$ cat config.mk
export PLATFORM = sky130hd
export DESIGN_NAME = ast_uart
export DESIGN_NICKNAME = d
export VERILOG_FILES = /design/src/hw/ast_pkg.sv /design/src/hw/ast_uart.sv
export VERILOG_INCLUDE_DIRS = /design/src /design/src/hw
export SDC_FILE = /design/constraint.sdc
export NUM_CORES = 1
export LEC_CHECK = 0
export ABC_AREA = 1
export BUFFER_PORTS_ARGS = -buffer_cell sky130_fd_sc_hd__buf_2
export CAP_MARGIN = 40
export CORE_ASPECT_RATIO = 1.75
export CORE_MARGIN = 4
export CORE_UTILIZATION = 60
export CTS_CLUSTER_SIZE = 16
export DETAILED_ROUTE_END_ITERATION = 6
export HOLD_SLACK_MARGIN = 0.15
export PLACE_DENSITY = 0.81
export REMOVE_ABC_BUFFERS = 1
export SKIP_LAST_GASP = 1
export SYNTH_ARGS = -nofsm -noshare
export SYNTH_HDL_FRONTEND = slang
export SYNTH_SLANG_ARGS = --single-unit
$ cat constraint.sdc
create_clock -name hclk -period 3.4 [get_ports hclk]
set_input_delay 0.68 -clock hclk [delete_from_list [all_inputs] [get_ports hclk]]
set_output_delay 0.68 -clock hclk [all_outputs]
set_load 0.03 [all_outputs]
$ cat src/hw/ast_cfg.svh
// Constants of the asynchronous serial transceiver: offsets, reset values, timing.
// Assumes a 250 MHz system clock and word-aligned AHB-Lite register access.
`ifndef AST_CFG_SVH
`define AST_CFG_SVH

`define AST_CLK_HZ        250000000
`define AST_RC_TOP_BAUD   153600
`define AST_XTAL_REF_BAUD 2400
`define AST_RC_TOP_CODE   3'h7
`define AST_XTAL_REF_CODE 3'h3

`define AST_OFF_CMD       8'h00
`define AST_OFF_CTRL      8'h04
`define AST_OFF_TXDATA    8'h08
`define AST_OFF_TXSTA     8'h0c
`define AST_OFF_RXDATA    8'h10
`define AST_OFF_RXSTA     8'h14

`define AST_CMD_RESET     8'h01
`define AST_CTRL_RESET    8'h05
`define AST_DATA_RESET    8'h00
`define AST_HTRANS_NONSEQ 2'h2
`define AST_LAST_BIT8     3'h7
`define AST_LAST_BIT7     3'h6

`endif

$ cat src/hw/ast_pkg.sv
// Types of the asynchronous serial transceiver.
// Assumes the constants of ast_cfg.svh for values; this file holds layouts only.
package ast_pkg;

	// Command register layout
	typedef struct packed {
		logic       spare;
		logic       clock_source_select;
		logic [2:0] rc_divider_select;
		logic       parity_mode_bit;
		logic       parity_enable_bit;
		logic       word_length_sel;
	} ast_cmd_type;

	// Control register layout
	typedef struct packed {
		logic       loopback_echo;
		logic       rx_enable_bit;
		logic       tx_enable_bit;
		logic       rx_invert;
		logic       tx_invert;
		logic [2:0] baud_code;
	} ast_ctrl_type;

	typedef enum logic [2:0] {TX_IDLE, TX_START, TX_DATA, TX_PARITY, TX_STOP} ast_tx_state_type;
	typedef enum logic [2:0] {RX_IDLE, RX_START, RX_DATA, RX_PARITY, RX_STOP} ast_rx_state_type;

endpackage

$ cat src/hw/ast_uart.sv
// Asynchronous serial transceiver with an AHB-Lite register slave.
// Assumes a single slave on the bus, word accesses only, and a peer on rx_pin / tx_pin.
// What this block does
// - Clock source bit picks crystal or RC timing.
// - Divider select (RC timing only) and baud code set rate.
// - Separate enables; transmitter starts no new word when disabled.
// - Seven or eight data bits both ways.
// - Parity appended and checked when enabled.
// - Parity mode selects odd or even.
// - Optional inversion of receive and transmit lines.
// - Echo drives Tx from Rx with inversions.
// - Writing transmit data sets holding full.
// - Idle shifter loads holding word, clears full.
// - Transmit interrupt on each holding handoff.
// - Transmit busy while a word is sent.
// - Least significant bit first both ways.
// - Receive busy set on start detection.
// - Stop bit: store word, full, interrupt together.
// - Reading receive data clears holding full.
// - Unread word overwritten sets overrun flag.
// - Any write to receive status clears overrun.
// - Start fault updated at each transfer.
// - Parity fault updated at each transfer.
// - Frame fault when stop bit missing.
// - Top RC rate 153600, halving per code.
`timescale 1ns/1ps
`include "ast_cfg.svh"

module ast_uart #(
	parameter int RC_BIT_CYC   = `AST_CLK_HZ / `AST_RC_TOP_BAUD,
	parameter int XTAL_BIT_CYC = `AST_CLK_HZ / `AST_XTAL_REF_BAUD
) (
	input  wire logic        hclk,      // System clock
	input  wire logic        hresetn,   // Asynchronous reset, active low
	input  wire logic        hsel,      // Slave select
	input  wire logic [31:0] haddr,     // Byte address
	input  wire logic [1:0]  htrans,    // Transfer type
	input  wire logic        hwrite,    // Write when high
	input  wire logic [2:0]  hsize,     // Transfer size, word only
	input  wire logic        hready,    // Bus ready
	input  wire logic [31:0] hwdata,    // Write data
	output logic      [31:0] hrdata,    // Read data
	output logic             hreadyout, // Slave ready
	output logic             hresp,     // Always OKAY
	input  wire logic        rx_pin,    // Serial input pin
	output logic             tx_pin,    // Serial output pin
	output logic             tx_irq,    // Holding register handed over, pulse
	output logic             rx_irq     // Word received, pulse
);

	ast_pkg::ast_cmd_type      cmd_q;
	ast_pkg::ast_ctrl_type     ctrl_q;
	ast_pkg::ast_tx_state_type tx_st_q;
	ast_pkg::ast_rx_state_type rx_st_q;
	logic [7:0]  tx_hold_q, tx_sh_q, rx_hold_q, rx_sh_q, waddr_q;
	logic        tx_full_q, tx_par_q, rx_full_q, rx_ovr_q, wr_q;
	logic        rx_sf_q, rx_pf_q, rx_ff_q, rx_sfp_q, rx_pfp_q;
	logic [2:0]  tx_idx_q, rx_idx_q;
	logic [31:0] tx_cnt_q, rx_cnt_q, hrdata_q;
	logic        rx_s1_q, rx_s2_q, rx_s3_q, rx_f_q, rx_prev_q;
	logic        tx_pin_q, tx_irq_q, rx_irq_q;

	// Bus decode: address phase taken when selected, NONSEQ and ready
	wire         acc     = hsel && hready && (htrans == `AST_HTRANS_NONSEQ);
	wire  [7:0]  raddr   = haddr[7:0];
	wire         rd_rx   = acc && !hwrite && (raddr == `AST_OFF_RXDATA);
	wire         wr_cmd  = wr_q && (waddr_q == `AST_OFF_CMD);
	wire         wr_ctrl = wr_q && (waddr_q == `AST_OFF_CTRL);
	wire         wr_tx   = wr_q && (waddr_q == `AST_OFF_TXDATA);
	wire         wr_rxs  = wr_q && (waddr_q == `AST_OFF_RXSTA);
	wire         tx_shifting = (tx_st_q != ast_pkg::TX_IDLE);
	wire         rx_shifting = (rx_st_q != ast_pkg::RX_IDLE);
	wire  [7:0]  tx_sta  = {6'h00, tx_shifting, tx_full_q};
	wire  [7:0]  rx_sta  = {2'h0, rx_sf_q, rx_pf_q, rx_ff_q, rx_ovr_q, rx_shifting, rx_full_q};
	wire  [7:0]  rd_byte = (raddr == `AST_OFF_CMD)    ? cmd_q :
	                       (raddr == `AST_OFF_CTRL)   ? ctrl_q :
	                       (raddr == `AST_OFF_TXDATA) ? tx_hold_q :
	                       (raddr == `AST_OFF_TXSTA)  ? tx_sta :
	                       (raddr == `AST_OFF_RXDATA) ? rx_hold_q :
	                       (raddr == `AST_OFF_RXSTA)  ? rx_sta : 8'h00;

	// Bit period: RC path doubles per code step below 7 and per divider step, crystal path from its 2400 baud point
	wire  [2:0]  br       = ctrl_q.baud_code;
	wire  [3:0]  rc_shift = {1'b0, `AST_RC_TOP_CODE - br} + {1'b0, cmd_q.rc_divider_select};
	wire  [2:0]  xt_shift = (br > `AST_XTAL_REF_CODE) ? 3'h0 : `AST_XTAL_REF_CODE - br;
	wire  [31:0] rc_cyc   = 32'(RC_BIT_CYC) << rc_shift;
	wire  [31:0] xt_cyc   = 32'(XTAL_BIT_CYC) << xt_shift;
	wire  [31:0] bit_cyc  = cmd_q.clock_source_select ? xt_cyc : rc_cyc;
	wire  [31:0] half_cyc = {1'b0, bit_cyc[31:1]};
	// Frame shape shared by both directions
	wire         wl8      = cmd_q.word_length_sel;
	wire  [2:0]  last_bit = wl8 ? `AST_LAST_BIT8 : `AST_LAST_BIT7;
	wire  [7:0]  tx_word  = wl8 ? tx_hold_q : {1'b0, tx_hold_q[6:0]};
	wire         tx_par   = (^tx_word) ^ cmd_q.parity_mode_bit;
	// Transmit line before inversion
	wire         tx_tick     = (tx_cnt_q == 32'h0);
	wire         tx_load     = !tx_shifting && ctrl_q.tx_enable_bit && tx_full_q;
	wire         tx_line     = (tx_st_q == ast_pkg::TX_START)  ? 1'b0 :
	                           (tx_st_q == ast_pkg::TX_DATA)   ? tx_sh_q[0] :
	                           (tx_st_q == ast_pkg::TX_PARITY) ? tx_par_q : 1'b1;
	// Receive decode on the filtered, optionally inverted line
	wire         rx_in       = rx_f_q ^ ctrl_q.rx_invert;
	wire         rx_tick     = (rx_cnt_q == 32'h0);
	wire  [7:0]  rx_word     = wl8 ? rx_sh_q : {1'b0, rx_sh_q[7:1]};
	wire         rx_pexp     = (^rx_word) ^ cmd_q.parity_mode_bit;
	wire         rx_xfer     = (rx_st_q == ast_pkg::RX_STOP) && rx_tick;
	wire         rx_go       = !rx_shifting && ctrl_q.rx_enable_bit && rx_prev_q && !rx_in;
	// Bus outputs: zero wait, always OKAY, read data registered at the address phase
	always_ff @(posedge hclk or negedge hresetn)
	begin
		if (!hresetn)
		begin
			wr_q     <= 1'b0;
			waddr_q  <= 8'h00;
			hrdata_q <= 32'h0000_0000;
		end
		else
		begin
			wr_q    <= acc && hwrite;
			waddr_q <= raddr;
			if (acc && !hwrite)
				hrdata_q <= {24'h00_0000, rd_byte};
		end
	end

	// Configuration registers, written in the data phase
	always_ff @(posedge hclk or negedge hresetn)
	begin
		if (!hresetn)
		begin
			cmd_q  <= `AST_CMD_RESET;
			ctrl_q <= `AST_CTRL_RESET;
		end
		else
		begin
			if (wr_cmd)
				cmd_q <= hwdata[7:0];
			if (wr_ctrl)
				ctrl_q <= hwdata[7:0];
		end
	end

	// Rx pin synchroniser; a level counts once the second and third stages agree
	always_ff @(posedge hclk or negedge hresetn)
	begin
		if (!hresetn)
		begin
			rx_s1_q <= 1'b1;
			rx_s2_q <= 1'b1;
			rx_s3_q <= 1'b1;
			rx_f_q  <= 1'b1;
			rx_prev_q <= 1'b1;
		end
		else
		begin
			rx_s1_q <= rx_pin;
			rx_s2_q <= rx_s1_q;
			rx_s3_q <= rx_s2_q;
			if (rx_s2_q == rx_s3_q)
				rx_f_q <= rx_s3_q;
			rx_prev_q <= rx_in; // Only a high-to-low change starts a frame, so a low stop bit starts none
		end
	end

	// Holding register and its full flag; a write in the load cycle keeps the flag set
	always_ff @(posedge hclk or negedge hresetn)
	begin
		if (!hresetn)
		begin
			tx_hold_q <= `AST_DATA_RESET;
			tx_full_q <= 1'b0;
		end
		else if (wr_tx)
		begin
			tx_hold_q <= hwdata[7:0];
			tx_full_q <= 1'b1;
		end
		else if (tx_load)
			tx_full_q <= 1'b0;
	end

	// Transmit shifter; a word in flight finishes even if the enable drops
	always_ff @(posedge hclk or negedge hresetn)
	begin
		if (!hresetn)
		begin
			tx_st_q  <= ast_pkg::TX_IDLE;
			tx_sh_q  <= `AST_DATA_RESET;
			tx_par_q <= 1'b0;
			tx_idx_q <= 3'h0;
			tx_cnt_q <= 32'h0;
		end
		else
		begin
			tx_cnt_q <= tx_tick ? bit_cyc - 32'h1 : tx_cnt_q - 32'h1;
			case (tx_st_q)
				ast_pkg::TX_IDLE:
				begin
					if (tx_load)
					begin
						tx_st_q  <= ast_pkg::TX_START;
						tx_sh_q  <= tx_word;
						tx_par_q <= tx_par;
						tx_cnt_q <= bit_cyc - 32'h1;
					end
				end
				ast_pkg::TX_START:
				begin
					if (tx_tick)
					begin
						tx_st_q  <= ast_pkg::TX_DATA;
						tx_idx_q <= 3'h0;
					end
				end
				ast_pkg::TX_DATA:
				begin
					if (tx_tick)
					begin
						tx_sh_q  <= {1'b0, tx_sh_q[7:1]};
						tx_idx_q <= tx_idx_q + 3'h1;
						if (tx_idx_q == last_bit)
							tx_st_q <= cmd_q.parity_enable_bit ? ast_pkg::TX_PARITY : ast_pkg::TX_STOP;
					end
				end
				ast_pkg::TX_PARITY:
				begin
					if (tx_tick)
						tx_st_q <= ast_pkg::TX_STOP;
				end
				ast_pkg::TX_STOP:
				begin
					if (tx_tick)
						tx_st_q <= ast_pkg::TX_IDLE;
				end
				default:
					tx_st_q <= ast_pkg::TX_IDLE;
			endcase
		end
	end

	// Pin and interrupt outputs, each straight from a flop
	always_ff @(posedge hclk or negedge hresetn)
	begin
		if (!hresetn)
		begin
			tx_pin_q <= 1'b1;
			tx_irq_q <= 1'b0;
			rx_irq_q <= 1'b0;
		end
		else
		begin
			tx_pin_q <= ctrl_q.loopback_echo ? rx_in ^ ctrl_q.tx_invert : tx_line ^ ctrl_q.tx_invert;
			tx_irq_q <= tx_load;
			rx_irq_q <= rx_xfer;
		end
	end

	// Receive shifter; start fault kept pending so it is reported with the word
	always_ff @(posedge hclk or negedge hresetn)
	begin
		if (!hresetn)
		begin
			rx_st_q  <= ast_pkg::RX_IDLE;
			rx_sh_q  <= `AST_DATA_RESET;
			rx_idx_q <= 3'h0;
			rx_cnt_q <= 32'h0;
			rx_sfp_q <= 1'b0;
			rx_pfp_q <= 1'b0;
		end
		else
		begin
			rx_cnt_q <= rx_tick ? bit_cyc - 32'h1 : rx_cnt_q - 32'h1;
			case (rx_st_q)
				ast_pkg::RX_IDLE:
				begin
					if (rx_go)
					begin
						rx_st_q  <= ast_pkg::RX_START;
						rx_cnt_q <= half_cyc;
						rx_sfp_q <= 1'b0;
						rx_pfp_q <= 1'b0;
					end
				end
				ast_pkg::RX_START:
				begin
					if (rx_tick)
					begin
						rx_sfp_q <= rx_in;
						rx_idx_q <= 3'h0;
						rx_st_q  <= ast_pkg::RX_DATA;
					end
				end
				ast_pkg::RX_DATA:
				begin
					if (rx_tick)
					begin
						rx_sh_q  <= {rx_in, rx_sh_q[7:1]};
						rx_idx_q <= rx_idx_q + 3'h1;
						if (rx_idx_q == last_bit)
							rx_st_q <= cmd_q.parity_enable_bit ? ast_pkg::RX_PARITY : ast_pkg::RX_STOP;
					end
				end
				ast_pkg::RX_PARITY:
				begin
					if (rx_tick)
					begin
						rx_pfp_q <= rx_in ^ rx_pexp;
						rx_st_q  <= ast_pkg::RX_STOP;
					end
				end
				ast_pkg::RX_STOP:
				begin
					if (rx_tick)
						rx_st_q <= ast_pkg::RX_IDLE;
				end
				default:
					rx_st_q <= ast_pkg::RX_IDLE;
			endcase
			if (!ctrl_q.rx_enable_bit)
				rx_st_q <= ast_pkg::RX_IDLE;
		end
	end

	// Receive holding register and status; hardware set wins over software clear
	always_ff @(posedge hclk or negedge hresetn)
	begin
		if (!hresetn)
		begin
			rx_hold_q <= `AST_DATA_RESET;
			rx_full_q <= 1'b0;
			rx_ovr_q  <= 1'b0;
			rx_sf_q   <= 1'b0;
			rx_pf_q   <= 1'b0;
			rx_ff_q   <= 1'b0;
		end
		else if (rx_xfer)
		begin
			rx_hold_q <= rx_word;
			rx_full_q <= 1'b1;
			rx_sf_q   <= rx_sfp_q;
			rx_pf_q   <= rx_pfp_q;
			rx_ff_q   <= !rx_in;
			if (rx_full_q && !rd_rx)
				rx_ovr_q <= 1'b1;
			else if (wr_rxs)
				rx_ovr_q <= 1'b0;
		end
		else
		begin
			if (rd_rx)
				rx_full_q <= 1'b0;
			if (wr_rxs)
				rx_ovr_q <= 1'b0;
		end
	end
	assign hrdata    = hrdata_q;
	assign hreadyout = 1'b1;
	assign hresp     = 1'b0;
	assign tx_pin    = tx_pin_q;
	assign tx_irq    = tx_irq_q;
	assign rx_irq    = rx_irq_q;
	// Checks on the transmit side
	tx_handoff_a: assert property (@(posedge hclk) disable iff (!hresetn)
		tx_irq_q |-> $past(tx_full_q) && !$past(tx_shifting) && tx_shifting)
		else $error("tx interrupt without a handoff");
	full_on_write_a: assert property (@(posedge hclk) disable iff (!hresetn)
		wr_tx |=> tx_full_q && tx_hold_q == $past(hwdata[7:0]))
		else $error("tx write did not fill holding register");
	tx_disabled_a: assert property (@(posedge hclk) disable iff (!hresetn)
		!tx_shifting && !ctrl_q.tx_enable_bit |=> !tx_shifting)
		else $error("transmitter started while disabled");
	start_low_a: assert property (@(posedge hclk) disable iff (!hresetn)
		$rose(tx_shifting) && !ctrl_q.loopback_echo && !ctrl_q.tx_invert |=> !tx_pin_q)
		else $error("start bit not low");
	echo_path_a: assert property (@(posedge hclk) disable iff (!hresetn)
		ctrl_q.loopback_echo |=> tx_pin_q == ($past(rx_f_q) ^ $past(ctrl_q.rx_invert) ^ $past(ctrl_q.tx_invert)))
		else $error("echo output mismatch");
	// Checks on the receive side
	rx_transfer_a: assert property (@(posedge hclk) disable iff (!hresetn)
		rx_xfer |=> rx_full_q && rx_irq_q && !rx_shifting)
		else $error("receive transfer incomplete");
	overrun_set_a: assert property (@(posedge hclk) disable iff (!hresetn)
		rx_xfer && rx_full_q && !rd_rx |=> rx_ovr_q)
		else $error("overrun not flagged");
	overrun_clear_a: assert property (@(posedge hclk) disable iff (!hresetn)
		wr_rxs && !rx_xfer |=> !rx_ovr_q)
		else $error("overrun not cleared by status write");
	read_clear_a: assert property (@(posedge hclk) disable iff (!hresetn)
		rd_rx && !rx_xfer |=> !rx_full_q)
		else $error("read did not clear receive full");
	rx_busy_a: assert property (@(posedge hclk) disable iff (!hresetn)
		rx_go |=> rx_shifting)
		else $error("receive busy not set on start");
	tx_word_c: cover property (@(posedge hclk) disable iff (!hresetn) $fell(tx_shifting));
	rx_word_c: cover property (@(posedge hclk) disable iff (!hresetn) rx_xfer && rx_pfp_q);
	overrun_c: cover property (@(posedge hclk) disable iff (!hresetn) rx_xfer && rx_full_q);
endmodule

==> qor.csv <==
metric,value,unit
outcome,completed,
WL final,28860,µm
Clock transition at path regs,60,ps
power per cell area,484.0,nW/µm²
Max VDD drop,0.4055,mV
DP Cell Count,1671,
Worst Tran Pin Value,815.3,ps
WL per Instance,16.93,µm
maxcap violations,0,
Post-synth EDFFs,0,
Synth Flop Type,dfrtp_1,
CTS Sinks,158,
#FFs+latches synth,158,
Synth cell types,50,
Routed Antenna Nets,0,
GRT Overall Usage,31.70,%
TritonCTS clock tree,done,
H-tree level count,4,
Core Area,16450,µm²
area share of and/or/nand/nor cells after synthesis,29.26,%
GPL Wtd Cong,1.033,
Post-synth ARST share,100.0,%
largest area contributor in the synthesized netlist,dfrtp_1,
syn avg cell area,7.235,µm²
Synth Area in Compound Gates,12.52,%
"Setup violations, final",0,
total power,5495,µW
vias in the first global route,9540,
port bufs,34,
worst-path maximum fanout,5,
hold-fix buffers at CTS,0,
number of diodes,0,
final cell count without fillers,1705,
worst slack at placement,82.82,ps
post-route clock period utilization,96.12,%
Critical Path Sink Type,flop,
clock period minus worst slack,3268,ps
largest net degree at the start of global routing,89,
Worst Path Required,3710,ps
synthesized-area fraction occupied by adder cells,3.045,%
Syn Inst Count,1386,
f_max,0.3060,GHz
die width,105.7,µm
DRC Markers,0,
Die Ht,179.0,µm
Startpoint Class,flop,
Worst slew margin,45.59,%
FP Rows,62,
"top cells by count, synth","nand2_1 (324), inv_1 (171), nor2_1 (162)",
die footprint,18930,µm²
Detail Placement HPWL,22290,µm
crit path cell chain,inv_1 > ha_1 > inv_2 > fa_2 > ha_1 > nand2_1 > nor2_1 > inv_1 > ha_1 > inv_1 > nor2_1 > inv_1 > nor2_2 > nand2_1 > nand2_1 > nand2_1 > nand2_1 > nand3_1 > nand2_1 > o21ai_1,
sequential-to-total area share from yosys stat,39.54,%
CP max stage cell,dfstp_2,
Hold Path Class,input pin to asynchronous set/reset pin,
Starting Density,60.97,%
RSZ-0062 raised after global routing,yes,
ranking of synthesized cells by area,"dfrtp_1 (37%), nand2_1 (12%), inv_1 (6.4%)",
first-pass GRT wire length,46290,µm
drt first-iter violations,464,
Worst path most repeated cell,nand2_1,
worst path arrival time,3580,ps
final hold violation count,0,
XOR/XNOR Fraction of Synth Area,5.678,%
largest family of logic cells by synthesized area,simple AND/OR/NAND/NOR gates,
Ports,112,
CTS Buf Count,17,
Util after Layout,69.04,%
DR vias/cell,5.572,
most common cell in the synthesized netlist,nand2_1,
Clock Tree Buf Depth,2,
Final Slew Violations,0,
crit path kind,flop to flop,
Post-Syn Area,10030,µm²
"Worst Setup Slack, final",131.9,ps
fin nets,1566,
Pre-Repair DR Iteration Count,5,
"Warnings, synthesis",0,
clock latency on the worst-skew pair,440,ps
Root Driver,clkbuf_16,
post-synth top area share,37.18,%
post-synthesis mux area share,0.2121,%
Hold Slack,154.1,ps
layout cells sized above 1,13.03,%
initial antenna violation count,0,
leakage,0.005709,µW
Area Overhead vs Synth,13.23,%
Crit path largest cell delay,530,ps
Overflow after GRT,0,
Clock Skew,6.154,ps
vias,9500,
-- worst paths after layout --
kind / start / endpoint / slack, ps / depth (start not counted)
setup / recovery: br[0] / rx_cnt_q[12] / 130 / 20
hold / removal: hresetn / rx_cnt_q[30] / 150 / 1
setup reg to reg: br[0] / rx_cnt_q[12] / 130 / 20
hold reg to reg: rx_s1_q / rx_s2_q / 360 / 0
max in group asynchronous: hresetn / br[2] / 2420 / 2
min in group hclk: rx_pin / rx_s1_q / 340 / 1
-- metrics by stage --
| stage | TNS (ps) | instance area [µm²] |
|---|---|---|
| after detailed placement | 0 | 10690 |
| after floorplan | 0 | 9801 |
| final | 0 | 11350 |
| after global placement | 0 | 10690 |
| after CTS | 0 | 11280 |
| after global routing | -49.20 | 11350 |
-- power breakdown --
group | internal (µW) | switching [µW]
logic | 433 | 827
clock network | 1130 | 814
registers | 2100 | 191
total | 3660 | 1830
-- registers in the layout, summed over array words and instances, names as in the netlist, 3 cells and up --
register and count:
tx_st_q 3, waddr_q 8, tx_sh_q 8, rx_st_q 3, rx_idx_q 3, ctrl_q 5
cmd_q 7, br 3, hrdata 8, tx_hold_q 8, rx_cnt_q 32, tx_idx_q 3
rx_sh_q 8, rx_hold_q 8, tx_cnt_q 32
-- repair_timing --
action,4_1_cts,5_1_grt
gates resized for setup,0,15
setup endpoints to repair,0,27
setup buffers,0,2
-- layer usage --
metal  wire length, µm  global-route usage (%)  part of all wire, %
met1              9731                   30.03                   34
met3              1156                   4.252                  4.0
met4              2806                   28.63                  9.7
met5                 0                       0                    0
met2             15170                   58.44                   53
-- critical path, delay by kind of cell (launching register included) --
family / cells / cell delay (ps)
simple gates: 10 / 1200
fa+ha+maj: 4 / 1030
flops: 1 / 530
buf+inv: 5 / 330
compound gates: 1 / 60
-- cell families after synthesis --
kind of cell	Yosys count
AND/OR/NAND/NOR	674
AO/OA/AOI/OAI	234
buffers and inverters	227
flip-flops	158
XOR/XNOR	65
adder cells (fa/ha/maj)	24
other	2
multiplexers	2
-- area by class of cell --
class	count	area [µm²]
fill	1471	5092
inverter	174	653.1
clock inverter	11	132.6
multi-input combinational	1025	5238
clock buffer	21	460.4
sequential	158	3965
tap	224	280.3
timing repair buffer	92	624.3
-- placed cells by master, fill, tap and decap left out, types with 7 or more instances in the layout --
master       n
nand2_1    321
inv_1      169
nor2_1     160
dfrtp_1    149
o21ai_0    128
nand3_1     82
buf_4       57
a21oi_1     51
xor2_1      36
buf_2       33
xnor2_1     29
nor3_1      26
conb_1      26
nand4_1     23
ha_1        21
nor2_2      17
clkbuf_16   17
o21ai_1     15
nand2_2     13
o22ai_1     13
dfstp_2      9
o31ai_1      7
No activity file was read; power rests on OpenSTA's default activity.
